==> src/hw/ims_pkg.sv <==
package ims_pkg;

	// Clock rate and the 3 s step of every cycling display.
	localparam int CLK_HZ = 40000000;
	localparam int STEP_MS = 3000;
	localparam int STEP_CYC = CLK_HZ / 1000 * STEP_MS;

	// Map numbering, custom map store and value limits (speeds in 100 rpm units).
	localparam int NUM_CMAP = 5;
	localparam int NUM_PT = 4;
	localparam logic [4:0] MAP_RST = 5'h01;
	localparam logic [4:0] CMAP_BASE = 5'h0a;
	localparam logic [4:0] MAP_LAST = 5'h0e;
	localparam logic [8:0] SPD_LIM = 9'h12c;
	localparam logic [5:0] ANG_LIM = 6'h27;
	localparam logic [8:0] SPD_STEP = 9'h032;
	localparam logic [5:0] ANG_RST = 6'h0a;

	// Largest digit offered at each entry position.
	localparam logic [3:0] MAP_TENS_MAX = 4'h1;
	localparam logic [3:0] ANG_TENS_MAX = 4'h3;
	localparam logic [3:0] SPD_TOP_MAX = 4'h2;
	localparam logic [3:0] DIG_MAX = 4'h9;

	// Register byte offsets and bus responses.
	localparam logic [7:0] REG_STATUS = 8'h00;
	localparam logic [7:0] REG_MAP = 8'h04;
	localparam logic [7:0] REG_CSEL = 8'h08;
	localparam logic [7:0] REG_CDATA = 8'h0c;
	localparam logic [1:0] RESP_OKAY = 2'h0;
	localparam logic [1:0] RESP_SLVERR = 2'h2;

	// Display symbol codes; 5'h00 to 5'h09 are the digits.
	localparam logic [4:0] DSP_BLANK = 5'h10;
	localparam logic [4:0] DSP_C_UP = 5'h11;
	localparam logic [4:0] DSP_C_LO = 5'h12;
	localparam logic [4:0] DSP_DASH = 5'h13;
	localparam logic [4:0] DSP_N = 5'h14;
	localparam logic [4:0] DSP_W = 5'h15;
	localparam logic [4:0] DSP_STORE = 5'h16;

	typedef enum logic [3:0] {
		ST_NORMAL = 4'h0, ST_RELEASE = 4'h1, ST_ITEMS = 4'h3, ST_SHOW_MAP = 4'h2,
		ST_DIGIT = 4'h6, ST_CHECK = 4'h7, ST_CONFIRM = 4'h5, ST_STORE = 4'h4,
		ST_STORED = 4'hc, ST_CMAP = 4'hd, ST_CSHOW = 4'hf, ST_PSEL = 4'he,
		ST_BOOT = 4'h9
	} ims_state_e;

	typedef enum logic [1:0] {ED_MAP = 2'h0, ED_ANG = 2'h1, ED_SPD = 2'h2} ims_kind_e;

endpackage

==> src/hw/ims_menu_top.sv <==
`timescale 1ns/10ps
// How it works
// - Menu only if magnet held at power-up then released, else normal run.
// - Map selection first shows the currently active map index.
// - Tens digit cycles 0 to 1, three seconds each; magnet accepts it.
// - Units digit then cycles 0 to 9, three seconds each; magnet accepts, completing the index.
// - The active map index, the new one if 14 or less, is shown as confirmation.
// - New setting goes to persistent storage, then a store pattern shows.
// - After that the menu ends: speed display and ignition armed.
// - Five custom maps, each four speed and angle pairs.
// - First speed of each custom map is always zero and never edited.
// - Speeds change in 100 rpm steps, angles in one degree steps.
// - Custom map speeds strictly rise from first to fourth point.
// - Editable speeds stay below 30000 rpm.
// - Every angle stays below 39 degrees.
// - Custom map item cycles map indices three seconds each; magnet picks.
// - Chosen map values show in order speed0, angle0 up to angle3.
// - Speeds wider than two digits show as timed digit groups.
// - Custom maps are indices 10 to 14, selected like preset maps.
module ims_menu_top import ims_pkg::*; #(
	parameter int STEP_CYCLES = STEP_CYC
) (
	// Clock and synchronous reset.
	input wire logic CLK,
	input wire logic RST,
	// AXI4-Lite register slave.
	input wire logic [7:0] S_AXI_AWADDR,
	input wire logic S_AXI_AWVALID,
	output logic S_AXI_AWREADY,
	input wire logic [31:0] S_AXI_WDATA,
	input wire logic [3:0] S_AXI_WSTRB,
	input wire logic S_AXI_WVALID,
	output logic S_AXI_WREADY,
	output logic [1:0] S_AXI_BRESP,
	output logic S_AXI_BVALID,
	input wire logic S_AXI_BREADY,
	input wire logic [7:0] S_AXI_ARADDR,
	input wire logic S_AXI_ARVALID,
	output logic S_AXI_ARREADY,
	output logic [31:0] S_AXI_RDATA,
	output logic [1:0] S_AXI_RRESP,
	output logic S_AXI_RVALID,
	input wire logic S_AXI_RREADY,
	// Operator magnet switch and engine speed in 100 rpm units.
	input wire logic MAG_IN,
	input wire logic [8:0] ENG_SPEED,
	// Two-digit display, ignition arm and active map.
	output logic [4:0] DISP_L,
	output logic [4:0] DISP_R,
	output logic IGN_ARM,
	output logic [4:0] ACTIVE_MAP,
	// Persistent storage write port.
	output logic NV_REQ,
	output logic [4:0] NV_ADDR,
	output logic [15:0] NV_DATA,
	input wire logic NV_DONE
);

	ims_state_e state_ff, st_prev_ff;
	ims_kind_e kind_ff;
	logic [26:0] cnt_ff;
	logic tick, acc_p, mag_prev_ff, item_ff, sh_ph_ff, wr_fire, spd_ok;
	logic [2:0] cm_sel_ff, sh_idx_ff, pidx_ff;
	logic [1:0] pos_ff, pt;
	logic [3:0] dig_ff, dmax;
	logic [8:0] acc_ff, cur_spd, sh_spd;
	logic [5:0] cur_ang;
	logic [4:0] map_ff, csel_ff;
	logic [8:0] cm_spd_ff [0:NUM_CMAP-1][0:NUM_PT-1];
	logic [5:0] cm_ang_ff [0:NUM_CMAP-1][0:NUM_PT-1];
	logic aw_got_ff, w_got_ff, wstrb0_ff;
	logic [7:0] awaddr_ff;
	logic [31:0] wdata_ff;
	logic [4:0] disp_l_ff, disp_r_ff, act_ff, nv_addr_ff;
	logic ign_ff, nv_req_ff, awr_ff, wr_ff, bv_ff, arr_ff, rv_ff;
	logic [1:0] bresp_ff, rresp_ff;
	logic [31:0] rdata_ff;
	logic [15:0] nv_data_ff;

	// Splits a value below 100 into two digit codes.
	function automatic logic [9:0] pair(input logic [6:0] v);
		logic [6:0] t;
		logic [6:0] u;
		t = v / 7'd10;
		u = v % 7'd10;
		pair = {1'b0, t[3:0], 1'b0, u[3:0]};
	endfunction

	// Step timer restarts on every state change; tick marks each 3 s slot.
	// Tick is held off in the first cycle of a new state, so a stale count cannot cut it short.
	assign tick = cnt_ff == 27'(STEP_CYCLES - 1) && state_ff == st_prev_ff;
	always_ff @(posedge CLK) begin
		if (RST || state_ff != st_prev_ff || tick) begin
			cnt_ff <= 27'h0;
		end else begin
			cnt_ff <= cnt_ff + 27'h1;
		end
		st_prev_ff <= RST ? ST_BOOT : state_ff;
	end

	// Magnet actuation is taken on its rising edge.
	always_ff @(posedge CLK) begin
		mag_prev_ff <= RST ? 1'b1 : MAG_IN;
	end
	assign acc_p = MAG_IN & ~mag_prev_ff;

	// Selected values, digit limit and speed checks for the edit in progress.
	assign pt = pidx_ff[2:1];
	assign cur_spd = cm_spd_ff[cm_sel_ff][pt];
	assign cur_ang = cm_ang_ff[cm_sel_ff][pt];
	assign sh_spd = cm_spd_ff[cm_sel_ff][sh_idx_ff[2:1]];
	assign spd_ok = acc_ff < SPD_LIM && acc_ff > cm_spd_ff[cm_sel_ff][pt - 2'h1] &&
		(pt == 2'h3 || acc_ff < cm_spd_ff[cm_sel_ff][pt + 2'h1]);
	always_comb begin
		dmax = DIG_MAX;
		if (pos_ff == 2'h0) begin
			case (kind_ff)
				ED_MAP: dmax = MAP_TENS_MAX;
				ED_ANG: dmax = ANG_TENS_MAX;
				default: dmax = SPD_TOP_MAX;
			endcase
		end
	end

	// Menu sequencer with custom map store and active map.
	always_ff @(posedge CLK) begin
		if (RST) begin
			state_ff <= ST_BOOT;
			kind_ff <= ED_MAP;
			item_ff <= 1'b0;
			cm_sel_ff <= 3'h0;
			sh_idx_ff <= 3'h0;
			sh_ph_ff <= 1'b0;
			pidx_ff <= 3'h1;
			pos_ff <= 2'h0;
			dig_ff <= 4'h0;
			acc_ff <= 9'h0;
			map_ff <= MAP_RST;
			for (int m = 0; m < NUM_CMAP; m++) begin
				for (int p = 0; p < NUM_PT; p++) begin
					cm_spd_ff[m][p] <= 9'(SPD_STEP * p);
					cm_ang_ff[m][p] <= ANG_RST;
				end
			end
		end else begin
			if (wr_fire && awaddr_ff == REG_MAP && wstrb0_ff && wdata_ff[4:0] <= MAP_LAST) begin
				map_ff <= wdata_ff[4:0];
			end
			case (state_ff)
				ST_BOOT: state_ff <= MAG_IN ? ST_RELEASE : ST_NORMAL;
				ST_RELEASE: if (!MAG_IN) begin
					state_ff <= ST_ITEMS;
				end
				ST_ITEMS: if (acc_p) begin
					state_ff <= item_ff ? ST_CMAP : ST_SHOW_MAP;
					cm_sel_ff <= 3'h0;
				end else if (tick) begin
					item_ff <= ~item_ff;
				end
				ST_SHOW_MAP: if (tick) begin
					state_ff <= ST_DIGIT;
					kind_ff <= ED_MAP;
					pos_ff <= 2'h0;
					dig_ff <= 4'h0;
					acc_ff <= 9'h0;
				end
				ST_DIGIT: if (acc_p) begin
					acc_ff <= 9'(acc_ff * 9'd10 + {5'h0, dig_ff});
					dig_ff <= 4'h0;
					if (pos_ff == (kind_ff == ED_SPD ? 2'h2 : 2'h1)) begin
						state_ff <= ST_CHECK;
					end else begin
						pos_ff <= pos_ff + 2'h1;
					end
				end else if (tick) begin
					dig_ff <= dig_ff == dmax ? 4'h0 : dig_ff + 4'h1;
				end
				ST_CHECK: begin
					case (kind_ff)
						ED_MAP: begin
							if (acc_ff <= {4'h0, MAP_LAST}) begin
								map_ff <= acc_ff[4:0];
							end
							state_ff <= ST_CONFIRM;
						end
						ED_ANG: begin
							if (acc_ff < {3'h0, ANG_LIM}) begin
								cm_ang_ff[cm_sel_ff][pt] <= acc_ff[5:0];
							end
							state_ff <= ST_STORE;
						end
						default: begin
							if (spd_ok) begin
								cm_spd_ff[cm_sel_ff][pt] <= acc_ff;
							end
							state_ff <= ST_STORE;
						end
					endcase
				end
				ST_CONFIRM: if (tick) begin
					state_ff <= ST_STORE;
				end
				ST_STORE: if (NV_DONE) begin
					state_ff <= ST_STORED;
				end
				ST_STORED: if (tick) begin
					state_ff <= ST_NORMAL;
				end
				ST_CMAP: if (acc_p) begin
					state_ff <= ST_CSHOW;
					sh_idx_ff <= 3'h0;
					sh_ph_ff <= 1'b0;
				end else if (tick) begin
					cm_sel_ff <= cm_sel_ff == 3'h4 ? 3'h0 : cm_sel_ff + 3'h1;
				end
				ST_CSHOW: if (tick) begin
					if (!sh_idx_ff[0] && !sh_ph_ff) begin
						sh_ph_ff <= 1'b1;
					end else begin
						sh_ph_ff <= 1'b0;
						if (sh_idx_ff == 3'h7) begin
							state_ff <= ST_PSEL;
							pidx_ff <= 3'h1;
						end else begin
							sh_idx_ff <= sh_idx_ff + 3'h1;
						end
					end
				end
				ST_PSEL: if (acc_p) begin
					state_ff <= ST_DIGIT;
					kind_ff <= pidx_ff[0] ? ED_ANG : ED_SPD;
					pos_ff <= 2'h0;
					dig_ff <= 4'h0;
					acc_ff <= 9'h0;
				end else if (tick) begin
					pidx_ff <= pidx_ff == 3'h7 ? 3'h1 : pidx_ff + 3'h1;
				end
				default: state_ff <= ST_NORMAL;
			endcase
		end
	end

	// Display, arm, active map and storage port, all registered.
	always_ff @(posedge CLK) begin
		if (RST) begin
			{disp_l_ff, disp_r_ff} <= {DSP_BLANK, DSP_BLANK};
		end else begin
			case (state_ff)
				ST_NORMAL: {disp_l_ff, disp_r_ff} <= pair(7'(ENG_SPEED / 9'd10));
				ST_ITEMS: {disp_l_ff, disp_r_ff} <= {DSP_C_UP, item_ff ? DSP_C_LO : DSP_DASH};
				ST_SHOW_MAP, ST_CONFIRM: {disp_l_ff, disp_r_ff} <= pair({2'h0, map_ff});
				ST_DIGIT: {disp_l_ff, disp_r_ff} <= {DSP_BLANK, 1'b0, dig_ff};
				ST_STORE, ST_STORED: {disp_l_ff, disp_r_ff} <= {DSP_STORE, DSP_STORE};
				ST_CMAP: {disp_l_ff, disp_r_ff} <= pair({2'h0, CMAP_BASE + {2'h0, cm_sel_ff}});
				ST_CSHOW: begin
					if (sh_idx_ff[0]) begin
						{disp_l_ff, disp_r_ff} <= pair({1'b0, cm_ang_ff[cm_sel_ff][sh_idx_ff[2:1]]});
					end else if (sh_ph_ff) begin
						disp_l_ff <= 5'(sh_spd % 9'd10);
						disp_r_ff <= 5'h00;
					end else begin
						{disp_l_ff, disp_r_ff} <= pair(7'(sh_spd / 9'd10));
					end
				end
				ST_PSEL: {disp_l_ff, disp_r_ff} <= {pidx_ff[0] ? DSP_W : DSP_N, 3'h0, pt};
				ST_BOOT, ST_RELEASE: {disp_l_ff, disp_r_ff} <= {DSP_DASH, DSP_DASH};
				default: {disp_l_ff, disp_r_ff} <= {DSP_BLANK, DSP_BLANK};
			endcase
		end
		ign_ff <= !RST && state_ff == ST_NORMAL;
		act_ff <= RST ? MAP_RST : map_ff;
		nv_req_ff <= !RST && state_ff == ST_STORE && !NV_DONE;
		nv_addr_ff <= (RST || kind_ff == ED_MAP) ? 5'h00 : 5'({cm_sel_ff, pt} + 5'h01);
		nv_data_ff <= (RST || kind_ff == ED_MAP) ? {11'h0, map_ff} : {1'b0, cur_ang, cur_spd};
	end

	// AXI4-Lite write path: address and data taken in either order.
	assign wr_fire = aw_got_ff & w_got_ff & ~bv_ff;
	always_ff @(posedge CLK) begin
		if (RST) begin
			aw_got_ff <= 1'b0;
			w_got_ff <= 1'b0;
			awr_ff <= 1'b0;
			wr_ff <= 1'b0;
			bv_ff <= 1'b0;
			bresp_ff <= RESP_OKAY;
			awaddr_ff <= 8'h0;
			wdata_ff <= 32'h0;
			wstrb0_ff <= 1'b0;
			csel_ff <= 5'h0;
		end else begin
			awr_ff <= !aw_got_ff && !(S_AXI_AWVALID && awr_ff);
			wr_ff <= !w_got_ff && !(S_AXI_WVALID && wr_ff);
			if (S_AXI_AWVALID && awr_ff) begin
				aw_got_ff <= 1'b1;
				awaddr_ff <= S_AXI_AWADDR;
			end
			if (S_AXI_WVALID && wr_ff) begin
				w_got_ff <= 1'b1;
				wdata_ff <= S_AXI_WDATA;
				wstrb0_ff <= S_AXI_WSTRB[0];
			end
			if (wr_fire) begin
				aw_got_ff <= 1'b0;
				w_got_ff <= 1'b0;
				bv_ff <= 1'b1;
				bresp_ff <= (awaddr_ff == REG_STATUS || awaddr_ff == REG_MAP ||
					awaddr_ff == REG_CSEL || awaddr_ff == REG_CDATA) ? RESP_OKAY : RESP_SLVERR;
				if (awaddr_ff == REG_CSEL && wstrb0_ff) begin
					csel_ff <= wdata_ff[4:0];
				end
			end else if (bv_ff && S_AXI_BREADY) begin
				bv_ff <= 1'b0;
			end
		end
	end

	// AXI4-Lite read path: one read under way, answered the cycle after the address.
	always_ff @(posedge CLK) begin
		if (RST) begin
			arr_ff <= 1'b0;
			rv_ff <= 1'b0;
			rdata_ff <= 32'h0;
			rresp_ff <= RESP_OKAY;
		end else if (S_AXI_ARVALID && arr_ff) begin
			arr_ff <= 1'b0;
			rv_ff <= 1'b1;
			rresp_ff <= RESP_OKAY;
			case (S_AXI_ARADDR)
				REG_STATUS: rdata_ff <= {23'h0, state_ff, map_ff};
				REG_MAP: rdata_ff <= {27'h0, map_ff};
				REG_CSEL: rdata_ff <= {27'h0, csel_ff};
				REG_CDATA: rdata_ff <= csel_ff[4:2] > 3'h4 ? 32'h0 :
					{17'h0, cm_ang_ff[csel_ff[4:2]][csel_ff[1:0]], cm_spd_ff[csel_ff[4:2]][csel_ff[1:0]]};
				default: begin
					rdata_ff <= 32'h0;
					rresp_ff <= RESP_SLVERR;
				end
			endcase
		end else if (rv_ff && S_AXI_RREADY) begin
			rv_ff <= 1'b0;
			arr_ff <= 1'b1;
		end else if (!rv_ff) begin
			arr_ff <= 1'b1;
		end
	end

	// Port drivers, each straight from its flip-flop.
	assign S_AXI_AWREADY = awr_ff;
	assign S_AXI_WREADY = wr_ff;
	assign S_AXI_BVALID = bv_ff;
	assign S_AXI_BRESP = bresp_ff;
	assign S_AXI_ARREADY = arr_ff;
	assign S_AXI_RVALID = rv_ff;
	assign S_AXI_RDATA = rdata_ff;
	assign S_AXI_RRESP = rresp_ff;
	assign DISP_L = disp_l_ff;
	assign DISP_R = disp_r_ff;
	assign IGN_ARM = ign_ff;
	assign ACTIVE_MAP = act_ff;
	assign NV_REQ = nv_req_ff;
	assign NV_ADDR = nv_addr_ff;
	assign NV_DATA = nv_data_ff;

	// Checks on the sequencer, limits and outputs.
	a_boot_menu_entry: assert property (@(posedge CLK) disable iff (RST)
		state_ff == ST_BOOT |=> state_ff == (($past(MAG_IN)) ? ST_RELEASE : ST_NORMAL))
		else $error("power-up entry wrong");
	a_show_cur_map: assert property (@(posedge CLK) disable iff (RST)
		$rose(state_ff == ST_SHOW_MAP) |=> disp_r_ff == 5'(map_ff % 5'd10))
		else $error("current map not shown");
	a_tens_digit_range: assert property (@(posedge CLK) disable iff (RST)
		state_ff == ST_DIGIT && kind_ff == ED_MAP && pos_ff == 2'h0 |-> dig_ff <= 4'h1)
		else $error("map tens digit out of range");
	a_digit_steps: assert property (@(posedge CLK) disable iff (RST)
		state_ff == ST_DIGIT && tick && !acc_p |=> dig_ff != $past(dig_ff))
		else $error("digit did not advance");
	a_store_pattern: assert property (@(posedge CLK) disable iff (RST)
		state_ff == ST_STORE && NV_DONE |=> ##1 disp_l_ff == DSP_STORE && !nv_req_ff)
		else $error("store pattern missing");
	a_resume_arm: assert property (@(posedge CLK) disable iff (RST)
		state_ff == ST_STORED && tick |=> ##1 ign_ff)
		else $error("ignition not armed");
	a_speed_order: assert property (@(posedge CLK) disable iff (RST)
		cm_spd_ff[cm_sel_ff][0] == 9'h0 && cm_spd_ff[cm_sel_ff][1] > 9'h0 &&
		cm_spd_ff[cm_sel_ff][2] > cm_spd_ff[cm_sel_ff][1] &&
		cm_spd_ff[cm_sel_ff][3] > cm_spd_ff[cm_sel_ff][2] && cm_spd_ff[cm_sel_ff][3] < SPD_LIM)
		else $error("custom speeds out of order");
	a_angle_limit: assert property (@(posedge CLK) disable iff (RST)
		cur_ang < ANG_LIM)
		else $error("angle limit broken");
	a_cmap_range: assert property (@(posedge CLK) disable iff (RST)
		state_ff == ST_CMAP |-> cm_sel_ff < 3'h5 && map_ff <= MAP_LAST)
		else $error("custom map index out of range");
	a_invalid_kept: assert property (@(posedge CLK) disable iff (RST)
		state_ff == ST_CHECK && kind_ff == ED_SPD && !spd_ok |=> cur_spd == $past(cur_spd))
		else $error("invalid speed stored");

endmodule // ims_menu_top

==> config.mk <==
export PLATFORM = sky130hd
export DESIGN_NAME = ims_menu_top
export DESIGN_NICKNAME = d
export VERILOG_FILES = /design/src/hw/ims_pkg.sv /design/src/hw/ims_menu_top.sv
export SDC_FILE = /design/constraint.sdc
export NUM_CORES = 1
export LEC_CHECK = 0
export ABC_AREA = 1
export ABC_CLOCK_PERIOD_IN_PS = 7100
export BUFFER_PORTS_ARGS = -buffer_cell sky130_fd_sc_hd__buf_2
export CAP_MARGIN = 10
export CORE_ASPECT_RATIO = 1.5
export CORE_MARGIN = 5
export CORE_UTILIZATION = 25
export CTS_CLUSTER_SIZE = 14
export DETAILED_ROUTE_END_ITERATION = 6
export PLACE_DENSITY = 0.49
export SYNTH_ARGS = -nofsm -noshare
export SYNTH_HDL_FRONTEND = slang
export SYNTH_SLANG_ARGS = --single-unit
==> constraint.sdc <==
create_clock -name CLK -period 7.1 [get_ports CLK]
set_clock_uncertainty 0.15 [all_clocks]
set_input_delay 0.355 -clock CLK [delete_from_list [all_inputs] [get_ports CLK]]
set_output_delay 0.355 -clock CLK [all_outputs]
set_load 0.05 [all_outputs]
# After elaboration in Yosys (flattened, before gate mapping)
# Memories as Yosys holds them, arrays and structs flattened. A register that Yosys moved wholly into a read port is not among the register bits.
# Index checks and enable logic that the tools add are counted.
# word_totals
wordCells	338
regBits	169
inputBits	70
mem_count	2
out_inout_bits	79
mem_bits_rw	300
# classes
n_bitwise	12
n_addsub	11
n_eq_ne	50
magnitude_cmp	13
div	13
n_mux	134
n_reduce_logical	66
multipliers	1
# mem_list
memory	depth	word_bits	read_ports	rd_ports_with_merged_regs	wr	line_no	text
cm_spd_ff	5	36	2	2	5	ims_menu_top.sv:69	logic [8:0] cm_spd_ff [0:NUM_CMAP-1][0:NUM_PT-1];
cm_ang_ff	5	24	2	2	5	ims_menu_top.sv:70	logic [5:0] cm_ang_ff [0:NUM_CMAP-1][0:NUM_PT-1];
# ops
op	n
two-way mux 9 bit	14
two-way mux 36 bit	3
binary-select mux 9 bit (select 2 bit)	5
two-way mux 4 bit	21
two-way mux 24 bit	3
two-way mux 3 bit	23
case mux 15 bit (4 select lines)	1
case mux 4 bit (12 select lines)	1
case mux 5 bit (9 select lines)	1
two-way mux 6 bit	7
case mux 5 bit (8 select lines)	1
inequality test 2 bit (second input constant)	19
binary-select mux 6 bit (select 2 bit)	3
OR reduction 36 bit	1
two-way mux 5 bit	7
equality test 8 x 4 -> 1 bit (second input constant)	4
adder 27 x 1 -> 27 bit (second input constant)	1
equality test 27 bit (second input constant)	1
case mux 9 bit (3 select lines)	1
OR reduction 24 bit	1
two-way mux 1 bit	23
equality test 4 bit (second input constant)	5
logical AND 1 bit	19
demux 9 bit (select 2 bit)	1
63 further kinds	134

# Depth between registers and ports, before layout
# Gate-level depths: netlist of run 1.
# logic_depth
word_depth	15
ltp_mapped	64
depth_no_buf	62

# Worst setup path after synthesis of run 1
# No wires, ideal clock.
# synth_path
path_type	reg2reg
start	register (tool-made name)
end	register disp_r_ff[1] (netlist: DISP_R[1])
path_slack_ns	1.722
period_less_slack_ns	5.378
t_arrival_ns	5.100
path_stages_with_launch	60
t_required_ns	6.822
cell_sequence	dfxtp_1 -> buf_6 -> buf_8 -> buf_8 -> a21oi_1 -> o21ai_1 -> nand3_1 -> nand2_1 -> nand2_1 -> nand3_1 -> nand2_2 -> nand4_2 -> nand2_4 -> nand2_1 -> nand2_2 -> inv_2 -> nand2_2 -> nand2_4 -> [... 24 more ...] -> nand2_1 -> and2_1 -> ha_1 -> inv_1 -> nor3_1 -> o21ai_2 -> nand2_4 -> nand2_1 -> nand2_1 -> inv_1 -> ha_1 -> nand2_1 -> nand2_1 -> nand2_1 -> nand2_1 -> nand3_1 -> a21oi_1 -> nor2_1
# synth_lines
element	line_no	text
to (signal assigned)	ims_menu_top.sv:246	{disp_l_ff, disp_r_ff} <= {DSP_BLANK, DSP_BLANK};
to (signal assigned)	ims_menu_top.sv:249	ST_NORMAL: {disp_l_ff, disp_r_ff} <= pair(7'(ENG_SPEED / 9'd10));
to (signal assigned)	ims_menu_top.sv:250	ST_ITEMS: {disp_l_ff, disp_r_ff} <= {DSP_C_UP, item_ff ? DSP_C_LO : DSP_DASH};
to (decl)	ims_menu_top.sv:74	logic [4:0] disp_l_ff, disp_r_ff, act_ff, nv_addr_ff;

==> results of run 1 <==
==> worst max-delay path, delay by kind of cell, from the launching register on <==
kind | cells | cell delay [ns]
buf+inv | 7 | 1.43
compound gates | 11 | 1.68
fa+ha+maj | 1 | 0.34
flops | 1 | 0.40
simple gates | 12 | 2.14
==> timing repair <==
action | 4_1_cts | 5_1_grt
setup endpoints to repair | 0 | 4
resized for setup | 0 | 18
setup buffers | 0 | 15
hold endpoints to repair | 19 | 0
hold buffers | 18 | 0
==> kinds of logic (layout without fill, tap and decap cells) <==
kind of cell	Yosys count	count (layout)	synth area share
compound gates	1138	1138	0.177
xor+xnor	28	28	0.00686
fa+ha+maj	56	56	0.0200
buf+inv	800	931	0.0927
flops	635	635	0.490
other cells	1	23	0.000105
simple gates	1809	1809	0.214
==> layer usage <==
layer	global-route usage	up-vias
met3	0.0229	363
met4	0.114	2
met5	0	-
met1	0.207	15600
met2	0.317	1325
li1	-	15400
==> cell usage in the layout, fill, tap and decap left out, types with 15 or more instances in the layout <==
cell | netlist | layout
a21oi_1 | 359 | 358
a31oi_1 | 25 | 25
buf_2 | 33 | 97
buf_4 | 34 | 147
clkbuf_1 | 153 | 16
clkbuf_16 | 0 | 76
clkinv_1 | 16 | 25
conb_1 | 1 | 20
dfxtp_1 | 155 | 148
dlygate4sd3_1 | 0 | 18
edfxtp_1 | 480 | 480
ha_1 | 54 | 53
inv_1 | 476 | 473
inv_2 | 28 | 29
nand2_1 | 725 | 723
nand2_2 | 18 | 20
nand3_1 | 382 | 380
nand4_1 | 17 | 17
nor2_1 | 581 | 581
nor3_1 | 30 | 30
nor4_1 | 15 | 15
o211ai_1 | 94 | 94
o21ai_0 | 517 | 517
o21ai_1 | 36 | 36
o221ai_1 | 32 | 32
xor2_1 | 21 | 21
==> power groups by stage <==
stage	sequential [W]	combinational, W	clock (W)
after floorplan	0.00434	0.00273	0
after global placement	0.00428	0.00385	0
after detailed placement	0.00428	0.00387	0
after CTS	0.00420	0.00389	0.00390
after global routing	0.00421	0.00448	0.00405
final	0.00420	0.00408	0.00382
==> cell type report <==
class | instances | share of cell area
sequential | 635 | 0.424
multi-input combinational | 3051 | 0.363
tap | 1892 | 0.0572
timing repair buffer | 278 | 0.0512
inverter | 523 | 0.0480
clock buffer | 93 | 0.0464
clock inverter | 36 | 0.0102
timing repair inverter | 1 | 0.000393
antenna | 3 | 0.000181
==> final timing paths <==
path | slack [ns] | startpoint | endpoint
setup / recovery | 0.54 | flop | cm_spd_ff[3][8]$_SDFFCE_PN0P_
hold / removal | 0.05 | S_AXI_ARVALID | S_AXI_ARREADY$_SDFFE_PP0P_
setup reg to reg | 0.54 | flop | cm_spd_ff[3][8]$_SDFFCE_PN0P_
hold reg to reg | 0.28 | aw_got_ff$_SDFFE_PP0P_ | S_AXI_AWREADY$_SDFF_PP0_
==> state kept, by name, summed over array words and instances (netlist names), 5 cells and up, named ones only <==
register     cells
DISP_L           5
cm_ang_ff      192
NV_DATA         15
csel_ff          5
ACTIVE_MAP       5
cnt_ff          27
awaddr_ff        8
S_AXI_RDATA     15
wdata_ff         5
map_ff           5
NV_ADDR          5
cm_spd_ff      288
DISP_R           5
acc_ff           9
==> cell usage after synthesis, types with 33 or more instances <==
| cell type | number | area (µm²) |
|---|---|---|
| nand2_1 | 725 | 2720 |
| nor2_1 | 581 | 2180 |
| dfxtp_1 | 155 | 3100 |
| clkbuf_1 | 153 | 574 |
| o211ai_1 | 94 | 706 |
| buf_4 | 34 | 255 |
| inv_1 | 476 | 1790 |
| ha_1 | 54 | 676 |
| buf_1 | 40 | 150 |
| edfxtp_1 | 480 | 14400 |
| o21ai_0 | 517 | 2590 |
| buf_2 | 33 | 165 |
| o21ai_1 | 36 | 180 |
| nand3_1 | 382 | 1910 |
| a21oi_1 | 359 | 1800 |
==> stage by stage <==
step	TNS (ns)	cell area (µm²)
6_report	0	41400
5_1_grt	-0.00714	41400
4_1_cts	0	41100
3_5_place_dp	0	38500
3_3_place_gp	0	38500
2_1_floorplan	0	35800
==> impl_metrics.toml, run 1 <==
[die]
initial_core_util = 0.250
coreArea_um2 = 143000
dieWidth_um = 319
ioPinCount = 149
die-area_um2 = 151000
num_rows = 170
die_height_um = 473

[drt]
wl_met2_mm = 70.2
drt-initial-drc-count = 2978
viasPerCell = 5.02
m1WireLength_mm = 53.8
routed-wl-met3_mm = 8.67
drtAntennaViolNets = 0
drt_first_pass_iters = 7
routedWlPerCell_um = 22.0
highest_layer = "met5"
wl_mm = 143
drc = 2
dr_total_vias = 32700

[cts]
clk_transition_reported_paths_ns = 0.06
cts-root-buf = "clkbuf_16"
clock_latency_ns = 0.68
cts.sinks = 635
cts_buffer_depth = 3
ctsHtreeMaxLevel = 3
numCtsBuffers = 70
cts_tree = "done"

[placement]
dp_slack_ns = 0.420
gp_congestion = 0.937
io_buffers = 97
dp_hpwl_mm = 101
dp_cells = 6341

[power_and_ir_drop]
p_sw_frac = 0.376
p_comb_frac = 0.337
seqPwrFrac = 0.347
power_density_nw_per_um2 = 292
p_int_w = 0.00755
p_leak_nw = 15.6
pwr-share-clk = 0.316
p_total_w = 0.0121
p_sw_w = 0.00454
peakVddDrop_v = 0.000181

[sta]
worstMarginPinSlew_ns = 1.18
setup_viol = 0
period_share = 0.923
fin_hold_ws_ns = 0.0497
hold_viol_final = 0
slew_headroom = 0.204
period_minus_slack_ns = 6.56
final_max_slew_viol_count = 0
clock.fmax_ghz = 0.153
setup_ws_ns = 0.544

[critical_path]
crit_fanout = 65
worstSetupPathType = "reg -> reg"
reg2reg_depth = 31
crit_slowest_cell = "buf_4"
cp_data_required_time_ns = 7.26
slowest_delay_ns = 0.65
arrival_ns = 6.72
cp-start-kind = "flop"
critPathCaptureType = "flop"
crit_path_frequent_cell = "o21ai_0"

[layout]
layout-drive-gt1-share = 0.0994
fillers = 15200
nNetsFinal = 4686
syn_to_final_growth_pct = 15.8
stdcell_count = 6512
seq_area_um2 = 17500
utilization = 0.290
multiInputGateArea_um2 = 15000

[synthesis]
avgSynthCellArea_um2 = 8.00
synth_seq_area_share = 0.490
ys.flop_type = "edfxtp_1"
synthCells = 4467
netlist_area_um2 = 35800
async_reset_ff_frac = 0
synth_edf_count = 480
ys_ff_latch = 635
synth.distinct_cells = 68
ys.warnings.count = 0

[worst_hold_path]
hp-class = "in -> reg"
hold_depth = 4

[status]
status = "complete, but fails checks"
violations = "design-rule violations"

[global_routing]
grt_pass1_wl_mm = 205
grt_max_degree = 173
track_usage = 0.180
grt_overflow = 0
first_global_vias = 31200
antenna_found_initial = 3

[flow_run]
maxCapViolCount = 0
Note: power is estimated with default switching activity, not from simulation.
==> run 2, diff against run 1 <==
Settings changed: MAX_ROUTING_LAYER set to met4.
==> run 2 against run 1 <==
The flow now finishes without violations. Hold slack got worse by 0.0023 ns. Via count shrank 0.63%. Largest cell class unchanged. Clock power barely moved. Critical path type unchanged. Combinational power fell by 2%. Count of clock-buffer cells in the layout rose by 1.
==> impl_metrics.toml, run 2 (same netlist as run 1, synthesis figures left out) <==
[critical_path]
worstSetupPathType = "reg -> reg"
ff2ff_setup_slack_ns = 0.47
crit_path_frequent_cell = "o21ai_0"
cp_data_required_time_ns = 7.24
arrival_ns = 6.78
cp-start-kind = "flop"
crit_slowest_cell = "nand2_1"
slowest_delay_ns = 0.41
crit_fanout = 20
critPathCaptureType = "flop"

[global_routing]
grt_pass1_wl_mm = 203
grt_overflow = 0
antenna_found_initial = 6
track_usage = 0.185
grt_max_degree = 160
first_global_vias = 31100

[drt]
dr_total_vias = 32500
viasPerCell = 4.99
routedWlPerCell_um = 21.9
drtAntennaViolNets = 0
wl_mm = 142
drt_first_pass_iters = 6
drc = 0
drt-initial-drc-count = 3135

[power_and_ir_drop]
power_density_nw_per_um2 = 290
peakVddDrop_v = 0.000191
p_leak_nw = 15.6

[layout]
reg.largest.list = "cm_spd_ff: 288 flops, cm_ang_ff: 192 flops, cnt_ff: 27 flops"
regMostFlops = "cm_spd_ff"
largest_reg_flops = 288
multiInputGateArea_um2 = 15000
syn_to_final_growth_pct = 15.6
layout-drive-gt1-share = 0.0992
final_cell_mix = "724 x nand2_1, 581 x nor2_1, 517 x o21ai_0"
final_cell_area_um2 = 41300
stdcell_count = 6510
final_common_cell = "nand2_1"
seq_area_um2 = 17500
nNetsFinal = 4686
fillers = 15100

[placement]
placed_cell_area_um2 = 38500
gp_congestion = 0.959
io_buffers = 97
dp_hpwl_mm = 101
dp_cells = 6344

[die]
ioPinCount = 149
coreArea_um2 = 143000
initial_core_util = 0.250
die_height_um = 473
num_rows = 170
die-area_um2 = 151000
dieWidth_um = 319

[cts]
cts.sinks = 635
clock_latency_ns = 0.68
cts-root-buf = "clkbuf_16"
clk_transition_reported_paths_ns = 0.06
cts_buffer_depth = 3
ctsHtreeMaxLevel = 3
cts_tree = "done"
numCtsBuffers = 69

[sta]
period_share = 0.935
worstMarginPinSlew_ns = 1.27
hold_viol_final = 0
clock.fmax_ghz = 0.151
period_minus_slack_ns = 6.63
final_max_slew_viol_count = 0
fin_tns_setup_ns = 0
setup_viol = 0
slew_headroom = 0.154
rsz0062_at_grt = "false"

[worst_hold_path]
hp-class = "in -> reg"

[status]
status = "completed"

[flow_run]
maxCapViolCount = 0
-- run 2: path summary, 6_finish.rpt --
path	cells past startpoint	endpoint	startpoint
max	33	cm_spd_ff[3][21]$_SDFFCE_PN0P_	flop
min	3	awaddr_ff[3]$_SDFFE_PP0P_	S_AXI_AWVALID
max reg2reg	33	cm_spd_ff[3][21]$_SDFFCE_PN0P_	flop
min reg2reg	1	S_AXI_AWREADY$_SDFF_PP0_	aw_got_ff$_SDFFE_PP0P_
-- run 2: layout make-up --
type	instances	area share
Timing Repair inverter	1	0.000273
Clock buffer	94	0.0473
Timing Repair Buffer	279	0.0503
Sequential cell	635	0.424
Inverter	523	0.0481
Multi-Input combinational cell	3051	0.363
Clock inverter	33	0.00896
Antenna cell	2	0.000121
Tap cell	1892	0.0573
-- run 2: per-layer routing --
layer | GRT usage | wire length, µm | up-vias
li1 | - | - | 15400
met1 | 0.202 | 52900 | 15400
met2 | 0.313 | 68800 | 1319
met3 | 0.0220 | 8850 | 371
met4 | 0.130 | 11900 | 0
met5 | - | 0 | -
-- run 2: metrics by stage --
stage / utilization / setup slack [ns] / power, W / hold slack [ns]
3_3_place_gp: 0.270 / 0.546 / 0.00811 / 0.271
5_1_grt: 0.290 / 0.00253 / 0.0126 / 0.0668
6_report: 0.290 / 0.465 / 0.0120 / 0.0474
2_1_floorplan: - / 1.72 / 0.00707 / 0.251
3_5_place_dp: 0.270 / 0.511 / 0.00814 / 0.277
4_1_cts: 0.288 / 0.500 / 0.0120 / 0.0178
-- run 2: where the power goes --
group	switching, W	internal, W
logic	0.00276	0.00122
registers	0.000107	0.00410
clock network	0.00160	0.00220
total	0.00447	0.00752
-- run 2: timing repair --
item,in CTS,in global routing
hold endpoints to repair,19,0
gates resized for setup,0,17
endpoints found under the setup margin,0,4
setup buffers,0,15
hold buffers,18,0
-- run 2: critical path, delay by kind of cell, from the launching register on --
kind | cells | cell delay, ns
AO/OA/AOI/OAI | 11 | 1.94
adder cells (fa/ha/maj) | 1 | 0.34
buffers and inverters | 9 | 1.32
flip-flops | 1 | 0.37
AND/OR/NAND/NOR | 12 | 2.14
